### src/ctmc_pkg.sv
package ctmc_pkg;
  // timing base and derived cycle counts
  localparam int CLK_PERIOD_NS = 10;
  localparam int SILENCE_TIMEOUT_US = 1000;
  localparam int SILENCE_CYC = (SILENCE_TIMEOUT_US * 1000 + CLK_PERIOD_NS - 1) / CLK_PERIOD_NS;
  localparam int WAKE_TO_US = 1000;
  localparam int WAKE_TO_CYC = (WAKE_TO_US * 1000) / CLK_PERIOD_NS;
  localparam int WAKE_DOM_MIN_NS = 500;
  localparam int WAKE_REC_MIN_NS = 500;
  localparam int WAKE_DOM_CYC = (WAKE_DOM_MIN_NS + CLK_PERIOD_NS - 1) / CLK_PERIOD_NS;
  localparam int WAKE_REC_CYC = (WAKE_REC_MIN_NS + CLK_PERIOD_NS - 1) / CLK_PERIOD_NS;
  // register indices (byte address is four times the index)
  localparam logic [7:0] IDX_REG_CTRL = 8'h10;
  localparam logic [7:0] IDX_SUPPLY_STAT = 8'h1b;
  localparam logic [7:0] IDX_CAN_CTRL = 8'h20;
  localparam logic [7:0] IDX_TRX_STAT = 8'h22;
  localparam logic [7:0] IDX_WAKE_CTRL = 8'h30;
  localparam logic [7:0] IDX_WAKE_STAT = 8'h31;
  // field positions
  localparam int REGC_PNP_BIT = 6;
  localparam int REGC_AUX_LSB = 2;
  localparam int REGC_THR_LSB = 0;
  localparam int SUP_AUX_LSB = 1;
  localparam int SUP_MAIN_BIT = 0;
  localparam int CANC_FD_BIT = 6;
  localparam int CANC_CFG_BIT = 5;
  localparam int CANC_SEL_BIT = 4;
  localparam int CANC_MODE_LSB = 0;
  localparam int TRXS_ACTIVE_BIT = 7;
  localparam int TRXS_SILENCE_BIT = 3;
  localparam int TRXS_SUPPLY_BIT = 1;
  localparam int WAKE_EN_BIT = 0;
  localparam int WAKE_FLAG_BIT = 0;
  // reset values
  localparam logic [7:0] REGC_RST = 8'h00;
  localparam logic [7:0] CANC_RST = 8'h00;
  localparam logic WAKEC_RST = 1'b0;
  // field codes
  localparam logic [1:0] THR_90 = 2'h0;
  localparam logic [1:0] AUXC_OFF = 2'h0;
  localparam logic [1:0] AUXC_NORMAL = 2'h1;
  localparam logic [1:0] AUXC_AWAKE = 2'h2;
  localparam logic [1:0] AUX_OK = 2'h0;
  localparam logic [1:0] AUX_UV = 2'h1;
  localparam logic [1:0] AUX_OV = 2'h2;
  localparam logic [1:0] AUX_OFF = 2'h3;
  localparam logic [1:0] MODE_OFFLINE = 2'h0;
  localparam logic [1:0] MODE_ACT_UV = 2'h1;
  localparam logic [1:0] MODE_LISTEN = 2'h3;
  localparam logic [1:0] BIAS_FLOAT = 2'h0;
  localparam logic [1:0] BIAS_GND = 2'h1;
  localparam logic [1:0] BIAS_MID = 2'h2;
  typedef enum logic [2:0] {
    CHIP_OFF = 3'b000, CHIP_OVERTEMP = 3'b001, CHIP_RESET = 3'b010,
    CHIP_STANDBY = 3'b011, CHIP_SLEEP = 3'b100, CHIP_NORMAL = 3'b111
  } ctmc_chip_e;
  typedef enum logic [2:0] {
    TRX_OFF = 3'b000, TRX_OFFLINE = 3'b001, TRX_OFFLINE_BIAS = 3'b010,
    TRX_LISTEN = 3'b011, TRX_ACTIVE = 3'b100
  } ctmc_trx_e;
  typedef enum logic [1:0] {
    WUP_IDLE = 2'b00, WUP_DOM1 = 2'b01, WUP_REC = 2'b10, WUP_DOM2 = 2'b11
  } ctmc_wup_e;
  typedef struct packed {
    logic cyc;
    logic stb;
    logic we;
    logic [9:0] adr;
    logic [3:0] sel;
    logic [31:0] dat;
  } ctmc_wb_req_s;
  typedef struct packed {
    logic ack;
    logic [31:0] dat;
  } ctmc_wb_rsp_s;
endpackage

### src/ctmc_top.sv
`timescale 1ns/1ps
// Contract
// - reset threshold field picks 90, 80, 70 or 60 percent of main output
// - on the 3.3 V variant the threshold field stays 00, i.e. 90 percent
// - aux config: 00 off, 01 Normal, 10 Normal/Standby/Reset, 11 also Sleep
// - bit 6 picks higher (0) or lower (1) pnp current thresholds
// - aux status reads 00 ok, 01 undervolt, 10 overvolt, 11 disabled
// - main status bit reads 1 while main output is below 90 percent
// - in Normal, mode field 01 or 10 requests Active
// - in Normal, mode field 11 gives Listen-only with mid-level bias
// - supply undervolt detection on with mode 01, off with mode 10
// - in Active settings, main below chosen threshold forces Offline family
// - transmit line low at Active request holds Listen-only until it rises
// - Standby/Sleep: bias on bus activity, Offline again after silence timeout
// - Normal with mode 00, 01 with low transceiver supply, or 01/10 with main below threshold, uses Offline family
// - ground bias in Offline, mid-level bias in Offline Bias, Active, Listen
// - chip Off, Overtemp or low battery: Off mode, bus floating, left once the condition clears
// - Offline modes watch for bus wake only with bus wake enabled
// - wake pattern detection only in Offline, wake enabled, selective wake off
// - valid wake sets flag; Standby pulls receive low; Sleep turns main on
// - Active passes data both ways; Listen-only receives and never drives
// - Listen-only while transmit low before Active, or main below 90 percent, even mode 01
// - transceiver status bit shows whether the transceiver is Active
module ctmc_top #(
  parameter int unsigned SILENCE_CYC = ctmc_pkg::SILENCE_CYC,
  parameter int unsigned WAKE_TO_CYC = ctmc_pkg::WAKE_TO_CYC
) (
  input wire logic clk_i,
  input wire logic rst_i,
  input wire ctmc_pkg::ctmc_wb_req_s wb_i,
  output ctmc_pkg::ctmc_wb_rsp_s wb_o,
  input wire ctmc_pkg::ctmc_chip_e chip_mode_i,
  input wire logic variant_3v3_i,
  input wire logic [3:0] main_below_i,
  input wire logic aux_uv_i,
  input wire logic aux_ov_i,
  input wire logic trx_supply_uv_i,
  input wire logic bat_uv_i,
  input wire logic tx_i,
  input wire logic bus_dom_i,
  output logic rx_o,
  output logic bus_dom_o,
  output logic [1:0] bias_o,
  output ctmc_pkg::ctmc_trx_e trx_mode_o,
  output logic aux_on_o,
  output logic pnp_low_thr_o,
  output logic main_reset_req_o,
  output logic main_wake_on_o
);
  // aux regulator on/off per chip mode
  function automatic logic aux_on_f(input logic [1:0] cfg, input ctmc_pkg::ctmc_chip_e m);
    logic on;
    on = 1'b0;
    case (cfg)
      ctmc_pkg::AUXC_OFF: on = 1'b0;
      ctmc_pkg::AUXC_NORMAL: on = (m == ctmc_pkg::CHIP_NORMAL);
      ctmc_pkg::AUXC_AWAKE: on = (m == ctmc_pkg::CHIP_NORMAL) ||
        (m == ctmc_pkg::CHIP_STANDBY) || (m == ctmc_pkg::CHIP_RESET);
      default: on = (m == ctmc_pkg::CHIP_NORMAL) || (m == ctmc_pkg::CHIP_STANDBY) ||
        (m == ctmc_pkg::CHIP_RESET) || (m == ctmc_pkg::CHIP_SLEEP);
    endcase
    return on;
  endfunction

  logic [7:0] regc_r;
  logic [7:0] canc_r;
  logic wake_en_r;
  logic wake_flag_r;
  logic ack_r;
  logic [31:0] dat_r;
  logic silence_r;
  logic [19:0] sil_cnt_r;
  logic bus_prev_r;
  logic wake_hit_r;
  logic [12:0] ph_cnt_r;
  logic [19:0] to_cnt_r;
  ctmc_pkg::ctmc_trx_e trx_r;
  ctmc_pkg::ctmc_trx_e trx_nxt;
  ctmc_pkg::ctmc_wup_e wup_r;
  logic [1:0] thr_eff;
  logic [1:0] mode;
  logic [1:0] aux_cfg;
  logic [1:0] aux_stat;
  logic [7:0] idx;
  logic req;
  logic wr_go;
  logic [7:0] rd_mux;
  logic bus_edge;
  logic pn_on;
  logic wake_start;
  logic wake_keep;
  logic rx_nxt;

  // field views
  assign thr_eff = variant_3v3_i ? ctmc_pkg::THR_90 :
    regc_r[ctmc_pkg::REGC_THR_LSB +: 2];
  assign mode = canc_r[ctmc_pkg::CANC_MODE_LSB +: 2];
  assign aux_cfg = regc_r[ctmc_pkg::REGC_AUX_LSB +: 2];
  assign pn_on = canc_r[ctmc_pkg::CANC_SEL_BIT] & canc_r[ctmc_pkg::CANC_CFG_BIT];

  // wishbone decode, one wait state per access
  assign idx = wb_i.adr[9:2];
  assign req = wb_i.cyc & wb_i.stb;
  assign wr_go = req & wb_i.we & ack_r & wb_i.sel[0];
  assign wb_o = '{ack: ack_r, dat: dat_r};

  always_ff @(posedge clk_i) begin
    if (rst_i) begin
      ack_r <= 1'b0;
    end else begin
      ack_r <= req & ~ack_r;
    end
  end

  // aux status code
  always_comb begin
    if (!aux_on_o) begin
      aux_stat = ctmc_pkg::AUX_OFF;
    end else if (aux_uv_i) begin
      aux_stat = ctmc_pkg::AUX_UV;
    end else if (aux_ov_i) begin
      aux_stat = ctmc_pkg::AUX_OV;
    end else begin
      aux_stat = ctmc_pkg::AUX_OK;
    end
  end

  // read mux, unmapped reads as zero
  always_comb begin
    rd_mux = 8'h00;
    case (idx)
      ctmc_pkg::IDX_REG_CTRL: begin
        rd_mux = regc_r;
        rd_mux[ctmc_pkg::REGC_THR_LSB +: 2] = thr_eff;
      end
      ctmc_pkg::IDX_SUPPLY_STAT: begin
        rd_mux[ctmc_pkg::SUP_AUX_LSB +: 2] = aux_stat;
        rd_mux[ctmc_pkg::SUP_MAIN_BIT] = main_below_i[0];
      end
      ctmc_pkg::IDX_CAN_CTRL: rd_mux = canc_r;
      ctmc_pkg::IDX_TRX_STAT: begin
        rd_mux[ctmc_pkg::TRXS_ACTIVE_BIT] = (trx_r == ctmc_pkg::TRX_ACTIVE);
        rd_mux[ctmc_pkg::TRXS_SILENCE_BIT] = silence_r;
        rd_mux[ctmc_pkg::TRXS_SUPPLY_BIT] = trx_supply_uv_i &
          (mode == ctmc_pkg::MODE_ACT_UV);
      end
      ctmc_pkg::IDX_WAKE_CTRL: rd_mux[ctmc_pkg::WAKE_EN_BIT] = wake_en_r;
      ctmc_pkg::IDX_WAKE_STAT: rd_mux[ctmc_pkg::WAKE_FLAG_BIT] = wake_flag_r;
      default: rd_mux = 8'h00;
    endcase
  end

  // read data captured as ack rises
  always_ff @(posedge clk_i) begin
    if (rst_i) begin
      dat_r <= 32'h0000_0000;
    end else if (req && !ack_r) begin
      dat_r <= {24'h00_0000, rd_mux};
    end
  end

  // regulator control register
  always_ff @(posedge clk_i) begin
    if (rst_i) begin
      regc_r <= ctmc_pkg::REGC_RST;
    end else if (wr_go && idx == ctmc_pkg::IDX_REG_CTRL) begin
      regc_r <= 8'h00;
      regc_r[ctmc_pkg::REGC_PNP_BIT] <= wb_i.dat[ctmc_pkg::REGC_PNP_BIT];
      regc_r[ctmc_pkg::REGC_AUX_LSB +: 2] <= wb_i.dat[ctmc_pkg::REGC_AUX_LSB +: 2];
      regc_r[ctmc_pkg::REGC_THR_LSB +: 2] <= variant_3v3_i ? ctmc_pkg::THR_90 :
        wb_i.dat[ctmc_pkg::REGC_THR_LSB +: 2];
    end
  end

  // can control register
  always_ff @(posedge clk_i) begin
    if (rst_i) begin
      canc_r <= ctmc_pkg::CANC_RST;
    end else if (wr_go && idx == ctmc_pkg::IDX_CAN_CTRL) begin
      canc_r <= 8'h00;
      canc_r[ctmc_pkg::CANC_SEL_BIT +: 3] <= wb_i.dat[ctmc_pkg::CANC_SEL_BIT +: 3];
      canc_r[ctmc_pkg::CANC_MODE_LSB +: 2] <= wb_i.dat[ctmc_pkg::CANC_MODE_LSB +: 2];
    end
  end

  // wake enable
  always_ff @(posedge clk_i) begin
    if (rst_i) begin
      wake_en_r <= ctmc_pkg::WAKEC_RST;
    end else if (wr_go && idx == ctmc_pkg::IDX_WAKE_CTRL) begin
      wake_en_r <= wb_i.dat[ctmc_pkg::WAKE_EN_BIT];
    end
  end

  // wake flag, set beats write-one-to-clear
  always_ff @(posedge clk_i) begin
    if (rst_i) begin
      wake_flag_r <= 1'b0;
    end else if (wake_hit_r) begin
      wake_flag_r <= 1'b1;
    end else if (wr_go && idx == ctmc_pkg::IDX_WAKE_STAT &&
                 wb_i.dat[ctmc_pkg::WAKE_FLAG_BIT]) begin
      wake_flag_r <= 1'b0;
    end
  end

  // bus edge and silence timer
  assign bus_edge = bus_dom_i ^ bus_prev_r;
  always_ff @(posedge clk_i) begin
    if (rst_i) begin
      bus_prev_r <= 1'b0;
      sil_cnt_r <= 20'h0_0000;
      silence_r <= 1'b1;
    end else begin
      bus_prev_r <= bus_dom_i;
      if (bus_edge) begin
        sil_cnt_r <= 20'h0_0000;
        silence_r <= 1'b0;
      end else if (sil_cnt_r >= 20'(SILENCE_CYC - 1)) begin
        silence_r <= 1'b1;
      end else begin
        sil_cnt_r <= sil_cnt_r + 20'h0_0001;
      end
    end
  end

  // transceiver mode selection
  always_comb begin
    trx_nxt = silence_r ? ctmc_pkg::TRX_OFFLINE : ctmc_pkg::TRX_OFFLINE_BIAS;
    if (chip_mode_i == ctmc_pkg::CHIP_OFF || chip_mode_i == ctmc_pkg::CHIP_OVERTEMP ||
        bat_uv_i) begin
      trx_nxt = ctmc_pkg::TRX_OFF;
    end else if (chip_mode_i == ctmc_pkg::CHIP_NORMAL) begin
      case (mode)
        ctmc_pkg::MODE_OFFLINE: trx_nxt = trx_nxt;
        ctmc_pkg::MODE_LISTEN: trx_nxt = ctmc_pkg::TRX_LISTEN;
        default: begin
          if (main_below_i[thr_eff]) begin
            trx_nxt = trx_nxt;
          end else if (mode == ctmc_pkg::MODE_ACT_UV && trx_supply_uv_i) begin
            trx_nxt = trx_nxt;
          end else if (main_below_i[0] || (trx_r != ctmc_pkg::TRX_ACTIVE && !tx_i)) begin
            trx_nxt = ctmc_pkg::TRX_LISTEN;
          end else begin
            trx_nxt = ctmc_pkg::TRX_ACTIVE;
          end
        end
      endcase
    end
  end

  assign rx_nxt = (trx_nxt == ctmc_pkg::TRX_ACTIVE || trx_nxt == ctmc_pkg::TRX_LISTEN) ?
    ~bus_dom_i : ~(chip_mode_i == ctmc_pkg::CHIP_STANDBY && wake_flag_r);

  // state and registered pin outputs
  always_ff @(posedge clk_i) begin
    if (rst_i) begin
      trx_r <= ctmc_pkg::TRX_OFF;
      bias_o <= ctmc_pkg::BIAS_FLOAT;
      bus_dom_o <= 1'b0;
      rx_o <= 1'b1;
    end else begin
      trx_r <= trx_nxt;
      case (trx_nxt)
        ctmc_pkg::TRX_OFF: bias_o <= ctmc_pkg::BIAS_FLOAT;
        ctmc_pkg::TRX_OFFLINE: bias_o <= ctmc_pkg::BIAS_GND;
        default: bias_o <= ctmc_pkg::BIAS_MID;
      endcase
      bus_dom_o <= (trx_nxt == ctmc_pkg::TRX_ACTIVE) & ~tx_i;
      rx_o <= rx_nxt;
    end
  end
  assign trx_mode_o = trx_r;

  // regulator side outputs
  always_ff @(posedge clk_i) begin
    if (rst_i) begin
      aux_on_o <= 1'b0;
      pnp_low_thr_o <= 1'b0;
      main_reset_req_o <= 1'b0;
      main_wake_on_o <= 1'b0;
    end else begin
      aux_on_o <= aux_on_f(aux_cfg, chip_mode_i);
      pnp_low_thr_o <= regc_r[ctmc_pkg::REGC_PNP_BIT];
      main_reset_req_o <= main_below_i[thr_eff];
      main_wake_on_o <= wake_hit_r & (chip_mode_i == ctmc_pkg::CHIP_SLEEP);
    end
  end

  // wake pattern detector
  assign wake_start = (trx_r == ctmc_pkg::TRX_OFFLINE) & wake_en_r & ~pn_on;
  assign wake_keep = wake_en_r & ~pn_on & (trx_r == ctmc_pkg::TRX_OFFLINE ||
    trx_r == ctmc_pkg::TRX_OFFLINE_BIAS);
  always_ff @(posedge clk_i) begin
    if (rst_i) begin
      wup_r <= ctmc_pkg::WUP_IDLE;
      ph_cnt_r <= 13'h0000;
      to_cnt_r <= 20'h0_0000;
      wake_hit_r <= 1'b0;
    end else begin
      wake_hit_r <= 1'b0;
      ph_cnt_r <= ph_cnt_r + 13'h0001;
      to_cnt_r <= to_cnt_r + 20'h0_0001;
      if (!wake_keep || (wup_r != ctmc_pkg::WUP_IDLE &&
          to_cnt_r >= 20'(WAKE_TO_CYC))) begin
        wup_r <= ctmc_pkg::WUP_IDLE;
      end else begin
        case (wup_r)
          ctmc_pkg::WUP_IDLE: begin
            ph_cnt_r <= 13'h0001;
            to_cnt_r <= 20'h0_0001;
            if (bus_dom_i && wake_start) begin
              wup_r <= ctmc_pkg::WUP_DOM1;
            end
          end
          ctmc_pkg::WUP_DOM1: begin
            if (!bus_dom_i) begin
              ph_cnt_r <= 13'h0001;
              wup_r <= (ph_cnt_r >= 13'(ctmc_pkg::WAKE_DOM_CYC)) ?
                ctmc_pkg::WUP_REC : ctmc_pkg::WUP_IDLE;
            end
          end
          ctmc_pkg::WUP_REC: begin
            if (bus_dom_i) begin
              ph_cnt_r <= 13'h0001;
              if (ph_cnt_r >= 13'(ctmc_pkg::WAKE_REC_CYC)) begin
                wup_r <= ctmc_pkg::WUP_DOM2;
              end else begin
                wup_r <= ctmc_pkg::WUP_DOM1;
                to_cnt_r <= 20'h0_0001;
              end
            end
          end
          ctmc_pkg::WUP_DOM2: begin
            if (!bus_dom_i) begin
              wup_r <= ctmc_pkg::WUP_IDLE;
            end else if (ph_cnt_r >= 13'(ctmc_pkg::WAKE_DOM_CYC - 1)) begin
              wake_hit_r <= 1'b1;
              wup_r <= ctmc_pkg::WUP_IDLE;
            end
          end
          default: wup_r <= ctmc_pkg::WUP_IDLE;
        endcase
      end
    end
  end
endmodule // ctmc_top
### config.mk
export PLATFORM = sky130hd
export DESIGN_NAME = ctmc_top
export DESIGN_NICKNAME = d
export VERILOG_FILES = /design/src/ctmc_pkg.sv /design/src/ctmc_top.sv
export SDC_FILE = /design/constraint.sdc
export NUM_CORES = 1
export LEC_CHECK = 0
export ABC_AREA = 1
export BUFFER_PORTS_ARGS = -buffer_cell sky130_fd_sc_hd__clkbuf_2
export CELL_PAD_IN_SITES_DETAIL_PLACEMENT = 0
export CELL_PAD_IN_SITES_GLOBAL_PLACEMENT = 2
export CORE_MARGIN = 2
export CORE_UTILIZATION = 32
export CTS_CLUSTER_SIZE = 14
export DETAILED_ROUTE_END_ITERATION = 10
export PLACE_DENSITY = 0.91
export REMOVE_ABC_BUFFERS = 1
export SYNTH_ARGS = -nofsm -noshare
export SYNTH_HDL_FRONTEND = slang
export SYNTH_SLANG_ARGS = --single-unit
### constraint.sdc
create_clock -name clk_i -period 5 [get_ports clk_i]
set_clock_uncertainty 0.1 [all_clocks]
set_input_delay 0.5 -clock clk_i [delete_from_list [all_inputs] [get_ports clk_i]]
set_output_delay 0.5 -clock clk_i [all_outputs]
set_load 0.005 [all_outputs]
**After elaboration in Yosys (flattened, before gate mapping)**

Cells that the tools add are included.

- Add/sub/neg operators: 3
- $lt $le $gt $ge: 5
- Equality and inequality tests: 29
- Mux-type cells: 44
- Bitwise logic cells: 20
- Reductions and logical operators: 35

Operators with widths:

| cell | count |
|---|---|
| 20-bit 2-to-1 mux | 3 |
| 20-bit by 1-bit adder with 20-bit output (second input constant) | 2 |
| 20-bit by 17-bit >= comparator with 1-bit output (second input constant) | 2 |
| 20-bit one-hot mux with 2 select lines | 1 |
| 13-bit 2-to-1 mux | 3 |
| 13-bit one-hot mux with 3 select lines | 1 |
| 8-bit by 6-bit == test with 1-bit output (second input constant) | 4 |
| 13-bit by 6-bit >= comparator with 1-bit output (second input constant) | 2 |
| 2-bit 2-to-1 mux | 13 |
| 8-bit by 5-bit == test with 1-bit output (second input constant) | 2 |
| 3-bit 2-to-1 mux | 5 |
| 13-bit by 1-bit adder with 13-bit output (second input constant) | 1 |
| 1-bit AND | 13 |
| 3-bit by 2-bit == test with 1-bit output (second input constant) | 4 |
| 3-bit == test (second input constant) | 4 |
| 3-bit one-hot mux with 2 select lines | 2 |
| 1-bit logical AND | 11 |
| 3-bit by 1-bit == test with 1-bit output (second input constant) | 3 |
| 1-bit logical OR | 9 |
| 2-bit == test (second input constant) | 4 |
| 1-bit 2-to-1 mux | 8 |
| 2-bit one-hot mux with 4 select lines | 1 |
| 2-bit by 1-bit == test with 1-bit output (second input constant) | 3 |
| 2-bit zero test | 3 |
| other kinds (17) | 32 |

- Bits in registers: 90
- Input bits: 65
- Output and inout bits: 44
- Word-level logic and storage cells: 157

**Depth between registers and ports, before layout**

- Depth in word-level cells: 12
- Mapped depth: 13
- Gate-level depth less buffers: 13

**Least setup slack after synthesis**

No wires, ideal clock.

- Path type: input -> register
- Start: input wb_i[41] (netlist name)
- End: register canc_r[0]
- Setup time: 119 ps
- Data arrival time: 1575 ps
- Required time: 4781 ps
- Slack: 3205 ps
- Stages: 9
- Path buffers: 0
- Path through: or2_1 -> nor3_2 -> inv_1 -> nor2_1 -> inv_1 -> nor2_2 -> inv_2 -> o21ai_0 -> a21oi_1

- Word-level cells in the longest chain between the ends: 2

RTL lines:

| element | line | source |
|---|---|---|
| start: declaration | ctmc_top.sv:30 | `input wire ctmc_pkg::ctmc_wb_req_s wb_i,` |
| 8-bit by 6-bit == test with 1-bit output | ctmc_top.sv:179 | `end else if (wr_go && idx == ctmc_pkg::IDX_CAN_CTRL) begin` |
| 1-bit logical AND | ctmc_top.sv:179 |  |
| end signal: assignment | ctmc_top.sv:178 | `canc_r <= ctmc_pkg::CANC_RST;` |
| end signal: indexed assignment | ctmc_top.sv:181 | `canc_r[ctmc_pkg::CANC_SEL_BIT +: 3] <= wb_i.dat[ctmc_pkg::CANC_SEL_BIT +: 3];` |
| end signal: indexed assignment | ctmc_top.sv:182 | `canc_r[ctmc_pkg::CANC_MODE_LSB +: 2] <= wb_i.dat[ctmc_pkg::CANC_MODE_LSB +: 2];` |
| end: declaration | ctmc_top.sv:66 | `logic [7:0] canc_r;` |

No other way between the ends.
A chain may end at the register's enable or synchronous reset.

**Worst setup path in the final report**

- Start: register sil_cnt_r[0]
- End: register sil_cnt_r[6]

- Word-level cells in the longest chain between the ends: 1
- Elaborated cells on any way between the ends: 2
- Those cells by class: add/sub: 1; order compare: 1

RTL lines:

| element | line | source |
|---|---|---|
| start: declaration | ctmc_top.sv:72 | `logic [19:0] sil_cnt_r;` |
| start signal: assignment | ctmc_top.sv:222 | `sil_cnt_r <= sil_cnt_r + 20'h0_0001;` |
| 20-bit by 1-bit adder with 20-bit output / 20-bit by 17-bit >= comparator with 1-bit output (equally long branches) | ctmc_top.sv:222, ctmc_top.sv:219 |  |

Parallel ways exist; a longest one is shown, timed or not.

==> flow_metrics.env <==
export IMPL_yosys_cell_types_count=43
export IMPL_worst_setup_path_end_kind="flop"
export IMPL_rr_endpoint="sil_cnt_r[6]$_SDFFE_PP0N_"
export IMPL_grt_max_degree=25
export IMPL_cts_root_buf="clkbuf_16"
export IMPL_clock_latency_ns=0.34
export IMPL_slew_headroom_pct=34.87
export IMPL_rows=44
export IMPL_die_h_um=124.8
export IMPL_path_max_fanout=20
export IMPL_synthMuxAreaShare_pct=0
export IMPL_route_detailed_wl_per_inst_um=11.75
export IMPL_ys_warn_count=0
export IMPL_start_util_pct=32.51
export IMPL_setup_violations=0
export IMPL_drive_gt1_share_pct=12.64
export IMPL_ir_drop_mv=0.1986
export IMPL_ys_flop_type="dfxtp_1"
export IMPL_drtAntennaViolNets=0
export IMPL_p_leak_uw=0.002166
export IMPL_ys_ff_latch=90
export IMPL_rr_worst_depth=10
export IMPL_rsz0062_at_grt="no"
export IMPL_setup_tns_ns=0
export IMPL_max_clock_path_buffers=2
export IMPL_routed_wl_mm=10.53
export IMPL_cts_sinks=90
export IMPL_globalplace_congestion=0.8404
export IMPL_ios=109
export IMPL_fillerInstances=1534
export IMPL_post_dp_hpwl_mm=7.803
export IMPL_overflow=0
export IMPL_fin_crit_sh_pct=49.57
export IMPL_synth_edf_count=0
export IMPL_ff_latch_area_um2=1802
export IMPL_grt_pass1_wl_mm=17.87
export IMPL_synth_compound_area_share_pct=11.04
export IMPL_finalHoldViolCount=0
export IMPL_power_density_nw_per_um2=283.9
export IMPL_critPathLaunchType="flop"
export IMPL_grtUsageTotal_pct=13.82
export IMPL_synth_top_family_by_area="simple AND/OR/NAND/NOR gates"
export IMPL_layout_common_cells="123 x nand2_1, 90 x dfxtp_1, 84 x inv_1, 81 x nor2_1, 54 x clkbuf_2"
export IMPL_dr_pass1_iters=4
export IMPL_status="finished, final reports clean"
export IMPL_area_growth_pct=13.07
export IMPL_maxCapViolations=0
export IMPL_fmax_mhz=403.5
export IMPL_multi_input_area_um2=2361
export IMPL_antenna_found_initial=0
export IMPL_synth_simple_gate_area_share_pct=29.55
export IMPL_post_route_drc_count=0
export IMPL_post_cts_buffers=0
export IMPL_fin_nets=781
export IMPL_cts_htree_levels=3
export IMPL_crit_type="flop to flop"
export IMPL_netlist_instances=656
export IMPL_r2r_start="sil_cnt_r[0]$_SDFFE_PP0N_"
export IMPL_async_reset_ff_share_pct=0
export IMPL_hp_class="primary input to flop"
export IMPL_n_antenna_cell=0
export IMPL_cts_made_buffers=9
export IMPL_layout_commonest_cell="nand2_1"
export IMPL_rrSetupSlack_ns=2.52
export IMPL_dieArea_um2=15580
export IMPL_min_from="wb_i[4]"
export IMPL_die_w_um=124.8
export IMPL_min_to="canc_r[4]$_SDFFE_PP0P_"
export IMPL_grt_pass1_vias=3871
export IMPL_yosys_area_share_adder_pct=2.411
export IMPL_cts_resized=0
export IMPL_min_period_ns=2.478
export IMPL_cts_hold_buf=0
export IMPL_synth_top_area_share_pct=38.57
export IMPL_synthTopCellsByArea="dfxtp_1 39%, nand2_1 9.9%, inv_1 6.8%"
export IMPL_whs_path_depth=3
export IMPL_synth_top_cell_by_area="dfxtp_1"
export IMPL_arrival_ns=2.64
export IMPL_vias=4105
export IMPL_fin_total_pwr_uw=1499
export IMPL_worstMarginPinSlew_ns=0.9734
export IMPL_coreArea_um2=14370
export IMPL_clkSlewWorstSetupHoldPaths_ns=0.07
export IMPL_syn_area_um2=4671
export IMPL_synth_xor_area_share_pct=5.626
export IMPL_syn_area_per_cell_um2=7.120
export IMPL_final_max_slew_viol_count=0
export IMPL_first_iter_violations=201
export IMPL_viasPerCell=4.581
export IMPL_port_buffers=54
export IMPL_cts_tree="built"
export IMPL_required_ns=5.16
export IMPL_ys_seq_area_share_pct=38.57
[metal layers]
metal  share of wire [%]  wire length (um)  global-route usage [%]  vias to the layer above
li1                    -                 -                       -                     2167
met3                 5.1               538                   4.596                       10
met4                 1.1               116                   4.314                        0
met5                   0                 0                       0                        -
met1                  50              5275                   18.36                     1839
met2                  44              4601                   21.25                       89
[cells in the mapped netlist (2+ instances only)]
cell and number:
buf_6 2, nand4_1 11, nor2_1 81, nor3_1 23, buf_4 27, o211ai_1 3
clkbuf_1 6, xor2_1 19, a21oi_1 45, or2_2 2, nor2_4 2, xnor2_1 11
or2_1 2, nor3_2 3, nor4_1 4, ha_1 9, inv_1 84, a211oi_1 2
inv_2 2, dfxtp_1 90, o21ai_0 28, nand3_1 44, nand2_1 123, a31oi_1 3
a21oi_2 2, o22ai_1 2, nor2_2 3, nand3b_1 3, o221ai_1 2, nand2_2 5
[report_power, final]
group | internal, uW | total [uW] | switching (uW)
logic | 31.3 | 86.7 | 55.4
registers | 729 | 741 | 11.4
clock network | 385 | 672 | 287
[critical path: stages (launching register included)]
cell and delay (ns):
dfxtp_1 0.37, ha_1 0.28, nand2_2 0.12, nor2_4 0.05, a211oi_1 0.27, o21ai_1 0.10, nand3_1 0.10, nand2_2 0.23
inv_1 0.48, o21ai_0 0.16, a21oi_1 0.14
[flip-flops by register name, summed over array words and instances (netlist names), 3 cells and up]
| signal | count |
|---|---|
| canc_r | 5 |
| ph_cnt_r | 13 |
| regc_r | 5 |
| sil_cnt_r | 20 |
| to_cnt_r | 20 |
| dat_r | 8 |
| trx_mode_o | 3 |
[final cells by class]
type / instances / area share (%)
inverters: 86 / 6.112
well taps: 184 / 4.359
repair buffers: 54 / 5.117
clock buffers: 9 / 4.264
multi-input cells: 466 / 44.70
flip-flops and latches: 90 / 34.12
clock inverters: 7 / 1.327
[stage by stage]
stage	area [um^2]	setup slack, ns	cells	util (%)	hold WS, ns
after floorplan	4486	3.043	642	-	0.3080
final	5281	2.522	896	36.76	0.2826
after global placement	4986	2.487	880	34.70	0.3157
after global routing	5281	2.208	896	36.76	0.2782
after detailed placement	4986	2.437	880	34.70	0.3185
after CTS	5281	2.511	896	36.76	0.2684
[worst max-delay path by stage]
stage                                    from                    endpoint  cells after the start
CTS                 sil_cnt_r[0]$_SDFFE_PP0N_   sil_cnt_r[6]$_SDFFE_PP0N_                     10
floorplan           sil_cnt_r[0]$_SDFFE_PP0N_   sil_cnt_r[6]$_SDFFE_PP0N_                     10
finish              sil_cnt_r[0]$_SDFFE_PP0N_   sil_cnt_r[6]$_SDFFE_PP0N_                     10
detailed placement                      rst_i   sil_cnt_r[1]$_SDFFE_PP0N_                      4
global route        sil_cnt_r[0]$_SDFFE_PP0N_   sil_cnt_r[6]$_SDFFE_PP0N_                     10
global placement                        rst_i  sil_cnt_r[15]$_SDFFE_PP0N_                      4
[kinds of logic (layout without fill, tap and decap cells)]
group | count (synthesis) | count (layout)
AOI/OAI and AO/OA | 93 | 93
xor gates and xnor gates | 30 | 30
adders and majority gates | 9 | 9
buffers and inverters | 123 | 156
DFF | 90 | 90
other | 1 | 24
and+or+nand+nor | 310 | 310
(Power assumes the default switching activity.)
